`config.mk`:
```
export PLATFORM = sky130hd
export DESIGN_NAME = ibl_top
export DESIGN_NICKNAME = d
export VERILOG_FILES = /design/src/rtl/ibl_pkg.sv /design/src/rtl/ibl_top.sv /design/src/rtl/ibl_sync.sv /design/src/rtl/ibl_watch_timer.sv
export VERILOG_INCLUDE_DIRS = /design/src /design/src/rtl
export SDC_FILE = /design/constraint.sdc
export NUM_CORES = 1
export LEC_CHECK = 0
export ABC_AREA = 0
export BUFFER_PORTS_ARGS = -buffer_cell sky130_fd_sc_hd__buf_2
export CORE_ASPECT_RATIO = 0.75
export CORE_MARGIN = 2
export CORE_UTILIZATION = 25
export DETAILED_ROUTE_END_ITERATION = 7
export GPL_TIMING_DRIVEN = 0
export SYNTH_ARGS = -nofsm -noshare
export SYNTH_HDL_FRONTEND = slang
export SYNTH_HIERARCHICAL = 1
export SYNTH_SLANG_ARGS = --single-unit
```
`constraint.sdc`:
```
create_clock -name pclk -period 3.4 [get_ports pclk]
set_clock_uncertainty 0.05 [all_clocks]
set_input_delay 0.17 -clock pclk [delete_from_list [all_inputs] [get_ports pclk]]
set_output_delay 0.17 -clock pclk [all_outputs]
set_load 0.05 [all_outputs]
```
`src/rtl/ibl_consts.svh`:
```
// Constants of the bit-level bus interface: offsets, field positions, reset values and timing.
//
// Summary of operation
// - Setting slave_enable makes the interface answer as an addressed bus slave.
// - With slave_enable and master_request both zero the interface drives no pin and flags no bus event.
// - Reset and a watch timer time-out clear slave_enable.
// - Master request while bus busy waits for stop, then start, ready, attention, interrupt.
// - Timing select sets minimum SCL high and low time while master.
// - The same timing value paces start and stop generation.
// - bit_data_ready sets on every rising SCL edge while slave_enable or master_request is set.
// - A transmit bit reaches SDA only while SCL is low.
// - SCL is held low while bit_data_ready is unserviced.
// - Minimum SCL time is six CPU clocks times the selected count.
// - The watch timer is reloaded on every SCL transition while operating.
// - Reload value is eight minus the count; minimum time ends at eight.
`ifndef IBL_CONSTS_SVH
`define IBL_CONSTS_SVH
`define IBL_ADDR_W 12
`define IBL_CFG_OFF 12'h0c8
`define IBL_CTL_OFF 12'h0cc
`define IBL_DAT_OFF 12'h0d0
`define IBL_IST_OFF 12'h0d4
`define IBL_ICLR_OFF 12'h0d8
`define IBL_IEN_OFF 12'h0dc
`define IBL_CFG_RESET 8'h00
`define IBL_CFG_SLV 7
`define IBL_CFG_MREQ 6
`define IBL_CFG_OVCLR 5
`define IBL_CFG_RUN 4
`define IBL_CTL_CLRATN 7
`define IBL_CTL_CLRRDY 5
`define IBL_CTL_XSTOP 0
`define IBL_DAT_BIT 7
`define IBL_INT_W 4
`define IBL_INT_RDY 0
`define IBL_INT_TMO 1
`define IBL_INT_STOP 2
`define IBL_INT_MAST 3
`define IBL_MC_CLKS 6
`define IBL_MIN_REACHED 8
`define IBL_MIN_CNT0 10
`define IBL_MIN_CNT1 8
`define IBL_MIN_CNT2 7
`define IBL_MIN_CNT3 5
`endif

```
`src/rtl/ibl_pkg.sv`:
```
// Types shared by the bit-level bus interface.
package ibl_pkg;
   typedef struct packed {
      logic scl;
      logic sda;
   } ibl_pins_t;
   typedef enum logic [2:0] {
      IBL_M_IDLE = 3'h0,
      IBL_M_WAIT = 3'h1,
      IBL_M_START = 3'h3,
      IBL_M_ACTIVE = 3'h2,
      IBL_M_STOPL = 3'h6,
      IBL_M_STOPH = 3'h7
   } ibl_mstate_t;
   typedef enum logic [2:0] {
      IBL_R_NONE, IBL_R_CFG, IBL_R_CTL, IBL_R_DAT, IBL_R_IST, IBL_R_ICLR, IBL_R_IEN
   } ibl_reg_t;
endpackage

```
`src/rtl/ibl_top.sv`:
```
// Bit-level bus interface: APB registers, pin control, mastership and watch timer.
`timescale 1ns/10ps
`include "ibl_consts.svh"
module ibl_top #(
   parameter int TMR_W = 10
) (
   input wire logic pclk, // System clock, 100 MHz.
   input wire logic presetn, // Asynchronous reset, active low.
   input wire logic psel, // APB select.
   input wire logic penable, // APB access phase.
   input wire logic pwrite, // APB direction.
   input wire logic [`IBL_ADDR_W-1:0] paddr, // APB byte address.
   input wire logic [31:0] pwdata, // APB write data.
   output logic [31:0] prdata, // APB read data.
   output logic pready, // APB ready.
   output logic pslverr, // APB error on unmapped address.
   input wire ibl_pkg::ibl_pins_t pins_i, // Bus pin levels.
   output ibl_pkg::ibl_pins_t pins_o, // Bus pin output values.
   output ibl_pkg::ibl_pins_t pins_oe, // Bus pin drive enables.
   output logic irq // Level interrupt.
);
   import ibl_pkg::*;

   ////////////////////////////////////////////////////////////////////////////
   // Register decode.
   function automatic ibl_reg_t reg_of(input logic [`IBL_ADDR_W-1:0] a);
      case (a)
         `IBL_CFG_OFF: reg_of = IBL_R_CFG;
         `IBL_CTL_OFF: reg_of = IBL_R_CTL;
         `IBL_DAT_OFF: reg_of = IBL_R_DAT;
         `IBL_IST_OFF: reg_of = IBL_R_IST;
         `IBL_ICLR_OFF: reg_of = IBL_R_ICLR;
         `IBL_IEN_OFF: reg_of = IBL_R_IEN;
         default: reg_of = IBL_R_NONE;
      endcase
   endfunction

   ibl_mstate_t state_r;
   ibl_mstate_t state_nxt;
   ibl_pins_t pins_s;
   logic slave_enable_r;
   logic master_request_r;
   logic watch_timer_run_r;
   logic [1:0] scl_timing_sel_r;
   logic bit_data_ready_r;
   logic attention_flag_r;
   logic start_seen_r;
   logic stop_seen_r;
   logic busy_r;
   logic transmit_bit_r;
   logic sda_tx_r;
   logic rx_bit_r;
   logic scl_low_drv_r;
   logic scl_prev_r;
   logic sda_prev_r;
   logic [`IBL_INT_W-1:0] int_stat_r;
   logic [`IBL_INT_W-1:0] int_en_r;
   logic [`IBL_INT_W-1:0] int_set;
   logic [31:0] prdata_nxt;
   logic min_done;
   logic timeout;
   logic ovf_flag;

   wire ibl_reg_t cur_reg = reg_of(paddr);
   wire access = psel && penable;
   wire wr = access && pwrite;
   wire wr_cfg = wr && (cur_reg == IBL_R_CFG);
   wire wr_ctl = wr && (cur_reg == IBL_R_CTL);
   wire wr_dat = wr && (cur_reg == IBL_R_DAT);
   wire wr_iclr = wr && (cur_reg == IBL_R_ICLR);
   wire wr_ien = wr && (cur_reg == IBL_R_IEN);

   assign pready = 1'b1;
   assign pslverr = access && (cur_reg == IBL_R_NONE);

   ////////////////////////////////////////////////////////////////////////////
   // Pin synchronisation and bus condition detection.
   ibl_sync #(
      .WIDTH(2)
   ) u_sync (
      .pclk(pclk),
      .presetn(presetn),
      .d(pins_i),
      .q(pins_s)
   );

   wire enabled = slave_enable_r || master_request_r;
   wire scl_rise = pins_s.scl && !scl_prev_r;
   wire scl_fall = !pins_s.scl && scl_prev_r;
   wire start_det = pins_s.scl && scl_prev_r && !pins_s.sda && sda_prev_r;
   wire stop_det = pins_s.scl && scl_prev_r && pins_s.sda && !sda_prev_r;
   wire mreq_rise = wr_cfg && pwdata[`IBL_CFG_MREQ] && !master_request_r;
   wire xstop_cmd = wr_ctl && pwdata[`IBL_CTL_XSTOP];
   wire own_reload = (state_nxt != state_r) && (state_nxt == IBL_M_START || state_nxt == IBL_M_STOPH);
   wire grant = (state_r == IBL_M_START) && min_done && !timeout;
   wire rdy_clr = wr_dat || (wr_ctl && pwdata[`IBL_CTL_CLRRDY]) || xstop_cmd;

   always_ff @(posedge pclk or negedge presetn) begin
      if (!presetn) begin
         scl_prev_r <= 1'b1;
         sda_prev_r <= 1'b1;
         busy_r <= 1'b0;
      end else begin
         scl_prev_r <= pins_s.scl;
         sda_prev_r <= pins_s.sda;
         busy_r <= start_det || (busy_r && !stop_det);
      end
   end

   ////////////////////////////////////////////////////////////////////////////
   // Configuration register.
   // A time-out outranks a software write that would set the enables again.
   always_ff @(posedge pclk or negedge presetn) begin
      if (!presetn) begin
         slave_enable_r <= 1'b0;
         master_request_r <= 1'b0;
         watch_timer_run_r <= 1'b0;
         scl_timing_sel_r <= 2'h0;
      end else begin
         if (timeout) begin
            slave_enable_r <= 1'b0;
            master_request_r <= 1'b0;
         end else if (wr_cfg) begin
            slave_enable_r <= pwdata[`IBL_CFG_SLV];
            master_request_r <= pwdata[`IBL_CFG_MREQ];
         end else if (state_r == IBL_M_STOPH && state_nxt == IBL_M_IDLE) begin
            master_request_r <= 1'b0;
         end
         if (wr_cfg) begin
            watch_timer_run_r <= pwdata[`IBL_CFG_RUN];
            scl_timing_sel_r <= pwdata[1:0];
         end
      end
   end

   ibl_watch_timer #(
      .WIDTH(TMR_W)
   ) u_timer (
      .pclk(pclk),
      .presetn(presetn),
      .run(watch_timer_run_r && enabled),
      .reload(scl_rise || scl_fall || own_reload),
      .sel(scl_timing_sel_r),
      .ovf_clr(wr_cfg && pwdata[`IBL_CFG_OVCLR]),
      .min_done(min_done),
      .timeout(timeout),
      .ovf_flag(ovf_flag)
   );

   ////////////////////////////////////////////////////////////////////////////
   // Mastership sequencer.
   always_comb begin
      state_nxt = state_r;
      case (state_r)
         IBL_M_IDLE: begin
            if (mreq_rise && busy_r) begin
               state_nxt = IBL_M_WAIT;
            end else if (mreq_rise) begin
               state_nxt = IBL_M_START;
            end
         end
         IBL_M_WAIT: begin
            if (!master_request_r) begin
               state_nxt = IBL_M_IDLE;
            end else if (stop_det) begin
               state_nxt = IBL_M_START;
            end
         end
         IBL_M_START: begin
            if (min_done) begin
               state_nxt = IBL_M_ACTIVE;
            end
         end
         IBL_M_ACTIVE: begin
            if (xstop_cmd) begin
               state_nxt = IBL_M_STOPL;
            end
         end
         IBL_M_STOPL: begin
            if (pins_s.scl) begin
               state_nxt = IBL_M_STOPH;
            end
         end
         IBL_M_STOPH: begin
            if (min_done) begin
               state_nxt = IBL_M_IDLE;
            end
         end
         default: state_nxt = IBL_M_IDLE;
      endcase
   end

   always_ff @(posedge pclk or negedge presetn) begin
      if (!presetn) begin
         state_r <= IBL_M_IDLE;
      end else if (timeout) begin
         state_r <= IBL_M_IDLE;
      end else begin
         state_r <= state_nxt;
      end
   end

   // As master, SCL goes low after the minimum high time and is released after
   // the minimum low time, but never while a bit is still waiting for software.
   always_ff @(posedge pclk or negedge presetn) begin
      if (!presetn) begin
         scl_low_drv_r <= 1'b0;
      end else if (state_r == IBL_M_START) begin
         scl_low_drv_r <= min_done;
      end else if (state_r != IBL_M_ACTIVE) begin
         scl_low_drv_r <= 1'b0;
      end else if (pins_s.scl && min_done) begin
         scl_low_drv_r <= 1'b1;
      end else if (!pins_s.scl && min_done && !bit_data_ready_r) begin
         scl_low_drv_r <= 1'b0;
      end
   end

   ////////////////////////////////////////////////////////////////////////////
   // Bit handshake with software.
   always_ff @(posedge pclk or negedge presetn) begin
      if (!presetn) begin
         bit_data_ready_r <= 1'b0;
         attention_flag_r <= 1'b0;
         start_seen_r <= 1'b0;
         stop_seen_r <= 1'b0;
         transmit_bit_r <= 1'b1;
         rx_bit_r <= 1'b1;
      end else begin
         if ((enabled && scl_rise) || grant) begin
            bit_data_ready_r <= 1'b1;
         end else if (rdy_clr) begin
            bit_data_ready_r <= 1'b0;
         end
         if (grant || (enabled && (start_det || stop_det))) begin
            attention_flag_r <= 1'b1;
         end else if (wr_ctl && pwdata[`IBL_CTL_CLRATN]) begin
            attention_flag_r <= 1'b0;
         end
         if (enabled && start_det) begin
            start_seen_r <= 1'b1;
         end else if (wr_ctl && pwdata[`IBL_CTL_CLRATN]) begin
            start_seen_r <= 1'b0;
         end
         if (enabled && stop_det) begin
            stop_seen_r <= 1'b1;
         end else if (wr_ctl && pwdata[`IBL_CTL_CLRATN]) begin
            stop_seen_r <= 1'b0;
         end
         if (wr_dat) begin
            transmit_bit_r <= pwdata[`IBL_DAT_BIT];
         end
         if (scl_rise) begin
            rx_bit_r <= pins_s.sda;
         end
      end
   end

   // The written bit waits here until SCL is low, so an early answer can never
   // move SDA during the high phase and fake a start or stop.
   always_ff @(posedge pclk or negedge presetn) begin
      if (!presetn) begin
         sda_tx_r <= 1'b1;
      end else if (!enabled) begin
         sda_tx_r <= 1'b1;
      end else if (!pins_s.scl) begin
         sda_tx_r <= transmit_bit_r;
      end
   end

   ////////////////////////////////////////////////////////////////////////////
   // Pin drive. Both pins are open drain: only ever driven low.
   wire sda_force = (state_r == IBL_M_START) || (state_r == IBL_M_STOPL) || (state_r == IBL_M_STOPH);
   wire scl_stretch = bit_data_ready_r && !pins_s.scl;
   wire scl_master = scl_low_drv_r || (state_r == IBL_M_STOPL && !min_done);

   assign pins_o = '0;
   assign pins_oe.scl = enabled && (scl_stretch || scl_master);
   assign pins_oe.sda = enabled && (sda_force || !sda_tx_r);

   ////////////////////////////////////////////////////////////////////////////
   // Interrupt status, enable and clear. A new event wins over its clear.
   assign int_set[`IBL_INT_RDY] = (enabled && scl_rise) || grant;
   assign int_set[`IBL_INT_TMO] = timeout;
   assign int_set[`IBL_INT_STOP] = enabled && stop_det;
   assign int_set[`IBL_INT_MAST] = grant;

   always_ff @(posedge pclk or negedge presetn) begin
      if (!presetn) begin
         int_stat_r <= '0;
         int_en_r <= '0;
      end else begin
         int_stat_r <= int_set | (int_stat_r & ~(wr_iclr ? pwdata[`IBL_INT_W-1:0] : '0));
         if (wr_ien) begin
            int_en_r <= pwdata[`IBL_INT_W-1:0];
         end
      end
   end

   assign irq = |(int_stat_r & int_en_r);

   ////////////////////////////////////////////////////////////////////////////
   // Read data, captured in the setup phase.
   wire master_now = (state_r == IBL_M_ACTIVE) || (state_r == IBL_M_STOPL);

   always_comb begin
      prdata_nxt = 32'h0000_0000;
      case (cur_reg)
         IBL_R_CFG: prdata_nxt[7:0] = {slave_enable_r, master_request_r, 1'b0, watch_timer_run_r,
                                       2'b00, scl_timing_sel_r};
         IBL_R_CTL: prdata_nxt[7:0] = {rx_bit_r, attention_flag_r, bit_data_ready_r, ovf_flag,
                                       start_seen_r, stop_seen_r, master_now, 1'b0};
         IBL_R_DAT: prdata_nxt[`IBL_DAT_BIT] = rx_bit_r;
         IBL_R_IST: prdata_nxt[`IBL_INT_W-1:0] = int_stat_r;
         IBL_R_IEN: prdata_nxt[`IBL_INT_W-1:0] = int_en_r;
         default: prdata_nxt = 32'h0000_0000;
      endcase
   end

   always_ff @(posedge pclk or negedge presetn) begin
      if (!presetn) begin
         prdata <= 32'h0000_0000;
      end else if (psel && !penable) begin
         prdata <= prdata_nxt;
      end
   end

   wire irq_rdy_src = int_set[`IBL_INT_RDY] || int_set[`IBL_INT_STOP];
endmodule

```
`src/rtl/ibl_sync.sv`:
```
// Two-stage synchroniser for the bus pins.
`timescale 1ns/10ps
module ibl_sync #(
   parameter int WIDTH = 2
) (
   input wire logic pclk, // System clock.
   input wire logic presetn, // Asynchronous reset, active low.
   input wire logic [WIDTH-1:0] d, // Asynchronous levels.
   output logic [WIDTH-1:0] q // Synchronised levels.
);
   logic [WIDTH-1:0] meta_r;
   // Idle bus lines are high, so reset to high avoids false edges.
   always_ff @(posedge pclk or negedge presetn) begin
      if (!presetn) begin
         meta_r <= '1;
         q <= '1;
      end else begin
         meta_r <= d;
         q <= meta_r;
      end
   end
endmodule

```
`src/rtl/ibl_watch_timer.sv`:
```
// Bus watch timer: minimum SCL phase measurement and time-out.
`timescale 1ns/10ps
`include "ibl_consts.svh"
module ibl_watch_timer #(
   parameter int WIDTH = 10
) (
   input wire logic pclk, // System clock.
   input wire logic presetn, // Asynchronous reset, active low.
   input wire logic run, // Timer allowed to count.
   input wire logic reload, // SCL transition or own bus action.
   input wire logic [1:0] sel, // Timing select.
   input wire logic ovf_clr, // Clear the overflow flag.
   output logic min_done, // Minimum phase time has elapsed.
   output logic timeout, // One-cycle time-out pulse.
   output logic ovf_flag // Sticky overflow flag.
);
   logic [2:0] mc_r;
   logic [WIDTH-1:0] cnt_r;
   logic [WIDTH-1:0] reload_val;
   logic [WIDTH-1:0] cnt_inc;
   wire mc_tick = run && (mc_r == 3'(`IBL_MC_CLKS - 1));

   function automatic logic [WIDTH-1:0] min_count(input logic [1:0] s);
      case (s)
         2'h0: min_count = WIDTH'(`IBL_MIN_CNT0);
         2'h1: min_count = WIDTH'(`IBL_MIN_CNT1);
         2'h2: min_count = WIDTH'(`IBL_MIN_CNT2);
         default: min_count = WIDTH'(`IBL_MIN_CNT3);
      endcase
   endfunction

   assign reload_val = WIDTH'(`IBL_MIN_REACHED) - min_count(sel);
   assign cnt_inc = cnt_r + WIDTH'(1);
   // A count above eight reloads below zero and passes all ones on its way to eight,
   // so only an expiry after the minimum time has elapsed is a time-out.
   assign timeout = mc_tick && !reload && min_done && (cnt_r == '1);

   // One machine cycle is six CPU clocks, so the minimum time is 6*count clocks.
   always_ff @(posedge pclk or negedge presetn) begin
      if (!presetn) begin
         mc_r <= 3'h0;
      // Restarting the phase on reload keeps a minimum time from being cut short.
      end else if (!run || reload || mc_tick) begin
         mc_r <= 3'h0;
      end else begin
         mc_r <= mc_r + 3'h1;
      end
   end

   always_ff @(posedge pclk or negedge presetn) begin
      if (!presetn) begin
         cnt_r <= '0;
         min_done <= 1'b0;
      end else if (!run) begin
         cnt_r <= '0;
         min_done <= 1'b0;
      end else if (reload) begin
         cnt_r <= reload_val;
         min_done <= 1'b0;
      end else if (mc_tick) begin
         cnt_r <= cnt_inc;
         if (cnt_inc == WIDTH'(`IBL_MIN_REACHED)) begin
            min_done <= 1'b1;
         end
      end
   end

   // Set wins over a clear written in the same cycle.
   always_ff @(posedge pclk or negedge presetn) begin
      if (!presetn) begin
         ovf_flag <= 1'b0;
      end else if (timeout) begin
         ovf_flag <= 1'b1;
      end else if (ovf_clr) begin
         ovf_flag <= 1'b0;
      end
   end
endmodule

```
Word level (Yosys, flattened, before mapping)
Cells that the tools add are included.
W data, S select, Z words.
{"block": "totals", "regBits": 54, "in_bits": 51, "output_inout_bits": 39, "elab_cells": 194}
{"block": "classes", "addsub": 3, "eq_ne": 29, "muxes": 43, "n_bitwise": 4, "reduce_logical": 90}
{"op": "$eq A12 B8 Y1 const B", "count": 6}
{"op": "$logic_and A1 B1 Y1", "count": 44}
{"op": "$pmux W3 S6", "count": 2}
{"op": "$mux W10", "count": 3}
{"op": "$mux W3", "count": 10}
{"op": "$mux W1", "count": 23}
{"op": "$eq A3 B3 Y1 const B", "count": 7}
{"op": "$logic_or A1 B1 Y1", "count": 18}
{"op": "$pmux W4 S4", "count": 1}
{"op": "$eq A3 B2 Y1 const B", "count": 5}
{"op": "$logic_not A1 Y1", "count": 13}
{"op": "$pmux W4 S3", "count": 1}
{"op": "$reduce_bool A2 Y1", "count": 6}
{"op": "$add A10 B1 Y10 const B", "count": 1}
{"op": "$eq A10 B10 Y1 const B", "count": 1}
{"op": "$eq A10 B4 Y1 const B", "count": 1}
{"op": "$logic_not A3 Y1", "count": 3}
{"op": "$and A4 B4 Y4", "count": 2}
{"op": "$eq A3 B1 Y1 const B", "count": 2}
{"op": "$ne A3 B3 Y1 const B", "count": 2}
{"op": "$pmux W3 S2", "count": 1}
{"op": "$sub A4 B4 Y5 const A", "count": 1}
{"op": "$mux W4", "count": 1}
{"op": "$not A4 Y4", "count": 1}
{"op": "14 further kinds", "count": 14}

Depth between registers and ports, before layout
{"block": "logic_depth", "depth_word": 21, "ltp_mapped": 11}

By module
The synthesis kept the hierarchy.
{"module": "ibl_top", "n_inst": 1, "cells_per_inst": 214, "area_per_inst_um2": 2129.5}
{"module": "ibl_watch_timer", "n_inst": 1, "cells_per_inst": 104, "area_per_inst_um2": 979.7}
{"module": "ibl_sync", "n_inst": 1, "cells_per_inst": 4, "area_per_inst_um2": 105.1}

Least setup slack after synthesis
No wires, ideal clock.
{"block": "synth_path", "path_type": "register to register", "from": "reg u_sync.q[1]", "to": "reg bit_data_ready_r", "setup_time_ns": 0.126, "arrival_ns": 2.785, "required_ns": 3.224, "path_slack_ns": 0.439, "stages_incl_launch_ff": 12, "path_buffers": 1, "synth_period_minus_slack_ns": 2.961, "cell_sequence": "dfstp_2 ha_1 nor2b_1 and3_1 o311ai_0 o311ai_0 buf_4 nor2b_1 nand2_1 nor4_2 nor4_1 a221o_1"}
{"block": "synth_between", "elab_chain_cells": 18, "word_cells_on_any_way": 27, "cone_classes": "eq/ne: 3; mux: 5; reduce/logical: 19"}
{"element": "from (decl)", "line_no": "ibl_sync.sv:9", "source": "output logic [WIDTH-1:0] q"}
{"element": "from (signal assigned)", "line_no": "ibl_sync.sv:19", "source": "q <= meta_r;"}
{"element": "$logic_and A1 B1 Y1 (3 in a row)", "line_no": "ibl_top.sv:91", "source": "wire stop_det = pins_s.scl && scl_prev_r && pins_s.sda && !sda_prev_r;"}
{"element": "$mux W3", "line_no": "ibl_top.sv:165", "source": "end else if (stop_det) begin"}
{"element": "$mux W3", "line_no": "ibl_top.sv:163", "source": "if (!master_request_r) begin"}
{"element": "$pmux W3 S6", "line_no": "ibl_top.sv:154", "source": "case (state_r)"}
{"element": "$eq A3 B2 Y1 / $eq A3 B3 Y1 (equally long branches)", "line_no": "ibl_top.sv:94", "source": "wire own_reload = (state_nxt != state_r) && (state_nxt == IBL_M_START || state_nxt == IBL_M_STOPH);"}
{"element": "$logic_or A1 B1 Y1", "line_no": "ibl_top.sv:94"}
{"element": "$logic_and A1 B1 Y1", "line_no": "ibl_top.sv:94"}
{"element": "$logic_or A1 B1 Y1 (*)", "line_no": "ibl_top.sv:142", "source": ".reload(scl_rise || scl_fall || own_reload),"}
{"element": "$logic_not A1 Y1 (*)", "line_no": "ibl_watch_timer.sv:36", "source": "assign timeout = mc_tick && !reload && min_done && (cnt_r == '1);"}
{"element": "$logic_and A1 B1 Y1 (*) (3 in a row)", "line_no": "ibl_watch_timer.sv:36"}
{"element": "named net int_set[1]", "line_no": "ibl_top.sv:58", "source": "logic [`IBL_INT_W-1:0] int_set;"}
{"element": "$logic_not A1 Y1 (*)", "line_no": "ibl_top.sv:95", "source": "wire grant = (state_r == IBL_M_START) && min_done && !timeout;"}
{"element": "$logic_and A1 B1 Y1 (*)", "line_no": "ibl_top.sv:95"}
{"element": "$logic_or A1 B1 Y1 (*)", "line_no": "ibl_top.sv:230", "source": "if ((enabled && scl_rise) || grant) begin"}
{"element": "$mux W1 / $reduce_bool A2 Y1 (equally long branches)"}
{"element": "to (signal assigned)", "line_no": "ibl_top.sv:223", "source": "bit_data_ready_r <= 1'b0;"}
{"element": "to (signal assigned)", "line_no": "ibl_top.sv:231", "source": "bit_data_ready_r <= 1'b1;"}
{"element": "to (signal assigned)", "line_no": "ibl_top.sv:233", "source": "bit_data_ready_r <= 1'b0;"}
{"element": "to (decl)", "line_no": "ibl_top.sv:45", "source": "logic bit_data_ready_r;"}
The timed path passes the listed nets; every way through them passes the cells marked *.
A chain may end at the register's enable or synchronous reset.

Final worst setup path
Ends and elaborated chain as after synthesis.

==> results.sh <==
export IMPL_status="finished clean"
export IMPL_synth_area_top_cells="dfrtp_1 (35%), dfstp_2 (7.4%), buf_4 (6.5%), mux2_2 (4.6%), nand2_1 (3.2%)"
export IMPL_finish_utilization=0.316
export IMPL_synth_cell_types=68
export IMPL_hold_path_class="in -> reg"
export IMPL_die_area_mm2=0.0138
export IMPL_first_pass_iters=5
export IMPL_drt_wl_total_um=7870
export IMPL_seq_area_frac_synth=0.424
export IMPL_drv_slew=0
export IMPL_netlist_area_mm2=0.00321
export IMPL_cts_sinks=54
export IMPL_path_cells="ha_1 -> nor2b_1 -> and3_1 -> o311ai_0 -> o311ai_1 -> buf_4 -> nor2b_1 -> nand2_1 -> nor4_4 -> buf_4 -> nor4_4 -> a221o_1"
export IMPL_cap_violations=0
export IMPL_worst_r2r_path_depth=12
export IMPL_period_needed_ps=3210
export IMPL_synth_top_area_cell="dfrtp_1"
export IMPL_yosysWarnings=6
export IMPL_fmax_mhz=312
export IMPL_cts_buffers=5
export IMPL_core_area_mm2=0.0124
export IMPL_min_delay_start="pwdata[4]"
export IMPL_ys_ff_latch=54
export IMPL_setup_violations=0
export IMPL_grt_pass1_wl_um=12800
export IMPL_ios=90
export IMPL_die_y_um=102
export IMPL_grt_max_degree=55
export IMPL_syn_avg_cell_area_um2=9.98
export IMPL_worst_path_buf_inv=2
export IMPL_synth_cells=322
export IMPL_hold_violations=0
export IMPL_clkTransAtPathRegs_ps=80
export IMPL_critical_path_max_stage_delay_ps=420
export IMPL_min_period_over_period=0.943
export IMPL_antenna_found_initial=0
export IMPL_postRouteAntennaNets=0
export IMPL_tightest_slew_ps=1220
export IMPL_dpl_cell_area_mm2=0.00370
export IMPL_diodes=0
export IMPL_slowest_stage="dfstp_2"
export IMPL_ir_drop_v=0.000188
export IMPL_grt_pass1_vias=2477
export IMPL_num_vias=2605
export IMPL_start_util=0.259
export IMPL_r2r_slack_ps=190
export IMPL_path_class="reg -> reg"
export IMPL_power_density_mw_per_mm2=356
export IMPL_cp_start_kind="flip-flop"
export IMPL_arrival_ps=3340
export IMPL_dpl_hpwl_um=5930
export IMPL_synth_enable_flop_cells=0
export IMPL_endpoint_kind="flip-flop"
export IMPL_worstPathMaxFanout=10
export IMPL_htreeDepth=2
export IMPL_path_delay_family="simple AND/OR/NAND/NOR gates"
export IMPL_routedWlPerCell_um=14.0
export IMPL_dr_first_iter_drc_count=243
export IMPL_worstHoldPathCells=2
export IMPL_drc=0
export IMPL_die_x_um=135
export IMPL_via_per_inst=4.64
export IMPL_slew_headroom=0.185
export IMPL_r2r_start="u_sync/q[1]$_DFF_PN1_"
export IMPL_num_rows=35
export IMPL_r2r_end="bit_data_ready_r$_DFFE_PN0P_"
export IMPL_async_flop_share=1.00
export IMPL_root_buffer="clkbuf_16"
export IMPL_overflow=0
export IMPL_synthDominantCellAreaShare=0.350
export IMPL_io_buffers=37
export IMPL_cts_buffer_depth=2
export IMPL_required_ps=3540
export IMPL_globalplace_congestion=0.840
export IMPL_static_leakage_power_nw=1.82
export IMPL_nFillCells=1287
export IMPL_clock_latency_ps=300
export IMPL_cts_tree="yes"
export IMPL_hold_path_end="watch_timer_run_r$_DFFE_PN0N_"
export IMPL_ys_flop_type="dfrtp_1"
export IMPL_area_delta_synth_final_pct=21.9
export IMPL_drive_above_1_share=0.299
export IMPL_grt_util_all_layers=0.118
export IMPL_nets=452
export IMPL_fin_area_mm2=0.00392
[logic make-up (layout without fill, tap and decap cells)]
logic type                 Yosys count  after routing  synth area share
and+or+nand+nor                    103            103             0.193
AOI/OAI and AO/OA                   83             83             0.187
DFF                                 54             54             0.424
buffers and inverters               50             98            0.0915
muxes                               18             18            0.0611
adders and majority gates            7              7            0.0272
xor gates and xnor gates             5              5            0.0136
other                                2             27           0.00234
[sequential cells by signal (all words and copies together) (netlist names), 3 cells and up]
register,count
int_en_r,4
int_stat_r,4
prdata,8
state_r,3
u_timer/cnt_r,10
u_timer/mc_r,3
[what timing repair did]
| item | CTS | global route |
|---|---|---|
| pin swaps | 1 | 1 |
| setup buffers | 0 | 2 |
| endpoints found under the hold margin | 2 | 0 |
| gates resized for setup | 2 | 3 |
| hold buffers | 2 | 0 |
| endpoints found under the setup margin | 5 | 7 |
[cell usage after synthesis, drive strengths merged, types with 3 or more instances]
cell type,n
a32o,4
a21oi,15
mux2i,5
xor2,3
nor3,4
a31oi,3
inv,14
nand2b,3
nor2,13
o21ai,14
a22o,7
a22oi,3
dfstp,9
dfrtp,45
a21o,5
o2bb2ai,4
mux2,13
or2,3
and3,6
nor2b,7
nand2,27
and2,7
nor4,6
ha,7
clkbuf,6
nand4,9
buf,30
nand3,9
a21boi,6
[report_power, final]
| part | switching [mW] | total [mW] | internal, mW |
|---|---|---|---|
| combinational | 0.135 | 0.193 | 0.0587 |
| clock | 0.243 | 0.539 | 0.296 |
| sequential | 0.00809 | 0.663 | 0.655 |
| total | 0.386 | 1.40 | 1.01 |
[layout make-up]
class                           instances  area (um2)  share of cell area
Multi-Input combinational cell        243        1680               0.429
Buffer                                 35         238              0.0607
Timing Repair Buffer                   41         220              0.0562
Clock buffer                            6         139              0.0355
Clock inverter                          2        16.3             0.00415
Tap cell                              166         208              0.0530
Sequential cell                        54        1360               0.348
Inverter                               14        52.6              0.0134
[per-stage QoR]
step           hold WS [ps]  total power [mW]  instances  TNS [ps]  setup WS [ps]
2_1_floorplan          -176             0.814        347         0            439
3_3_place_gp            226             0.863        550     -1330           -376
3_5_place_dp            227             0.865        550     -1210           -344
4_1_cts                59.1              1.41        560         0           35.6
5_1_grt                70.2              1.46        561     -1.89          -1.89
6_report               62.3              1.40        561         0            194
[worst register-to-register path, stage by stage, from the launching register on]
cell and delay, ps:
dfstp_2 420, ha_1 240, nor2b_1 150, and3_1 180, o311ai_0 360, o311ai_1 210
buf_4 220, nor2b_1 280, nand2_1 180, nor4_4 260, buf_4 200, nor4_4 70
a221o_1 280
[per-layer routing]
layer,vias up,part of all wire,global-route usage
met2,82,0.42,0.173
met1,1250,0.51,0.175
met3,9,0.059,0.0268
met4,0,0.012,0.0337
li1,1264,-,-
met5,-,0,0
[placed cells by master, fill, tap and decap left out, types with 5 or more instances in the layout]
cell type and instances:
a21boi_0 5, a21o_1 5, a21oi_1 15, a22o_1 7
and2_1 6, buf_2 38, buf_4 30, clkbuf_1 5
clkbuf_16 5, conb_1 27, dfrtp_1 45, dfstp_2 9
ha_1 7, inv_1 14, mux2_2 13, mux2i_1 5
nand2_1 27, nand3_1 9, nand4_1 7, nor2_1 13
nor2b_1 7, o21ai_0 14
[how the worst max path moves through the flow]
stage | from | endpoint | cells after the start
2_1_floorplan | u_sync/q[1]$_DFF_PN1_ | bit_data_ready_r$_DFFE_PN0P_ | 11
3_3_place_gp | u_sync/q[1]$_DFF_PN1_ | bit_data_ready_r$_DFFE_PN0P_ | 11
3_5_place_dp | u_sync/q[1]$_DFF_PN1_ | bit_data_ready_r$_DFFE_PN0P_ | 11
4_1_cts | u_sync/q[1]$_DFF_PN1_ | bit_data_ready_r$_DFFE_PN0P_ | 11
5_1_grt | u_sync/q[1]$_DFF_PN1_ | bit_data_ready_r$_DFFE_PN0P_ | 12
6_report | u_sync/q[1]$_DFF_PN1_ | bit_data_ready_r$_DFFE_PN0P_ | 12
(Power assumes the default switching activity.)
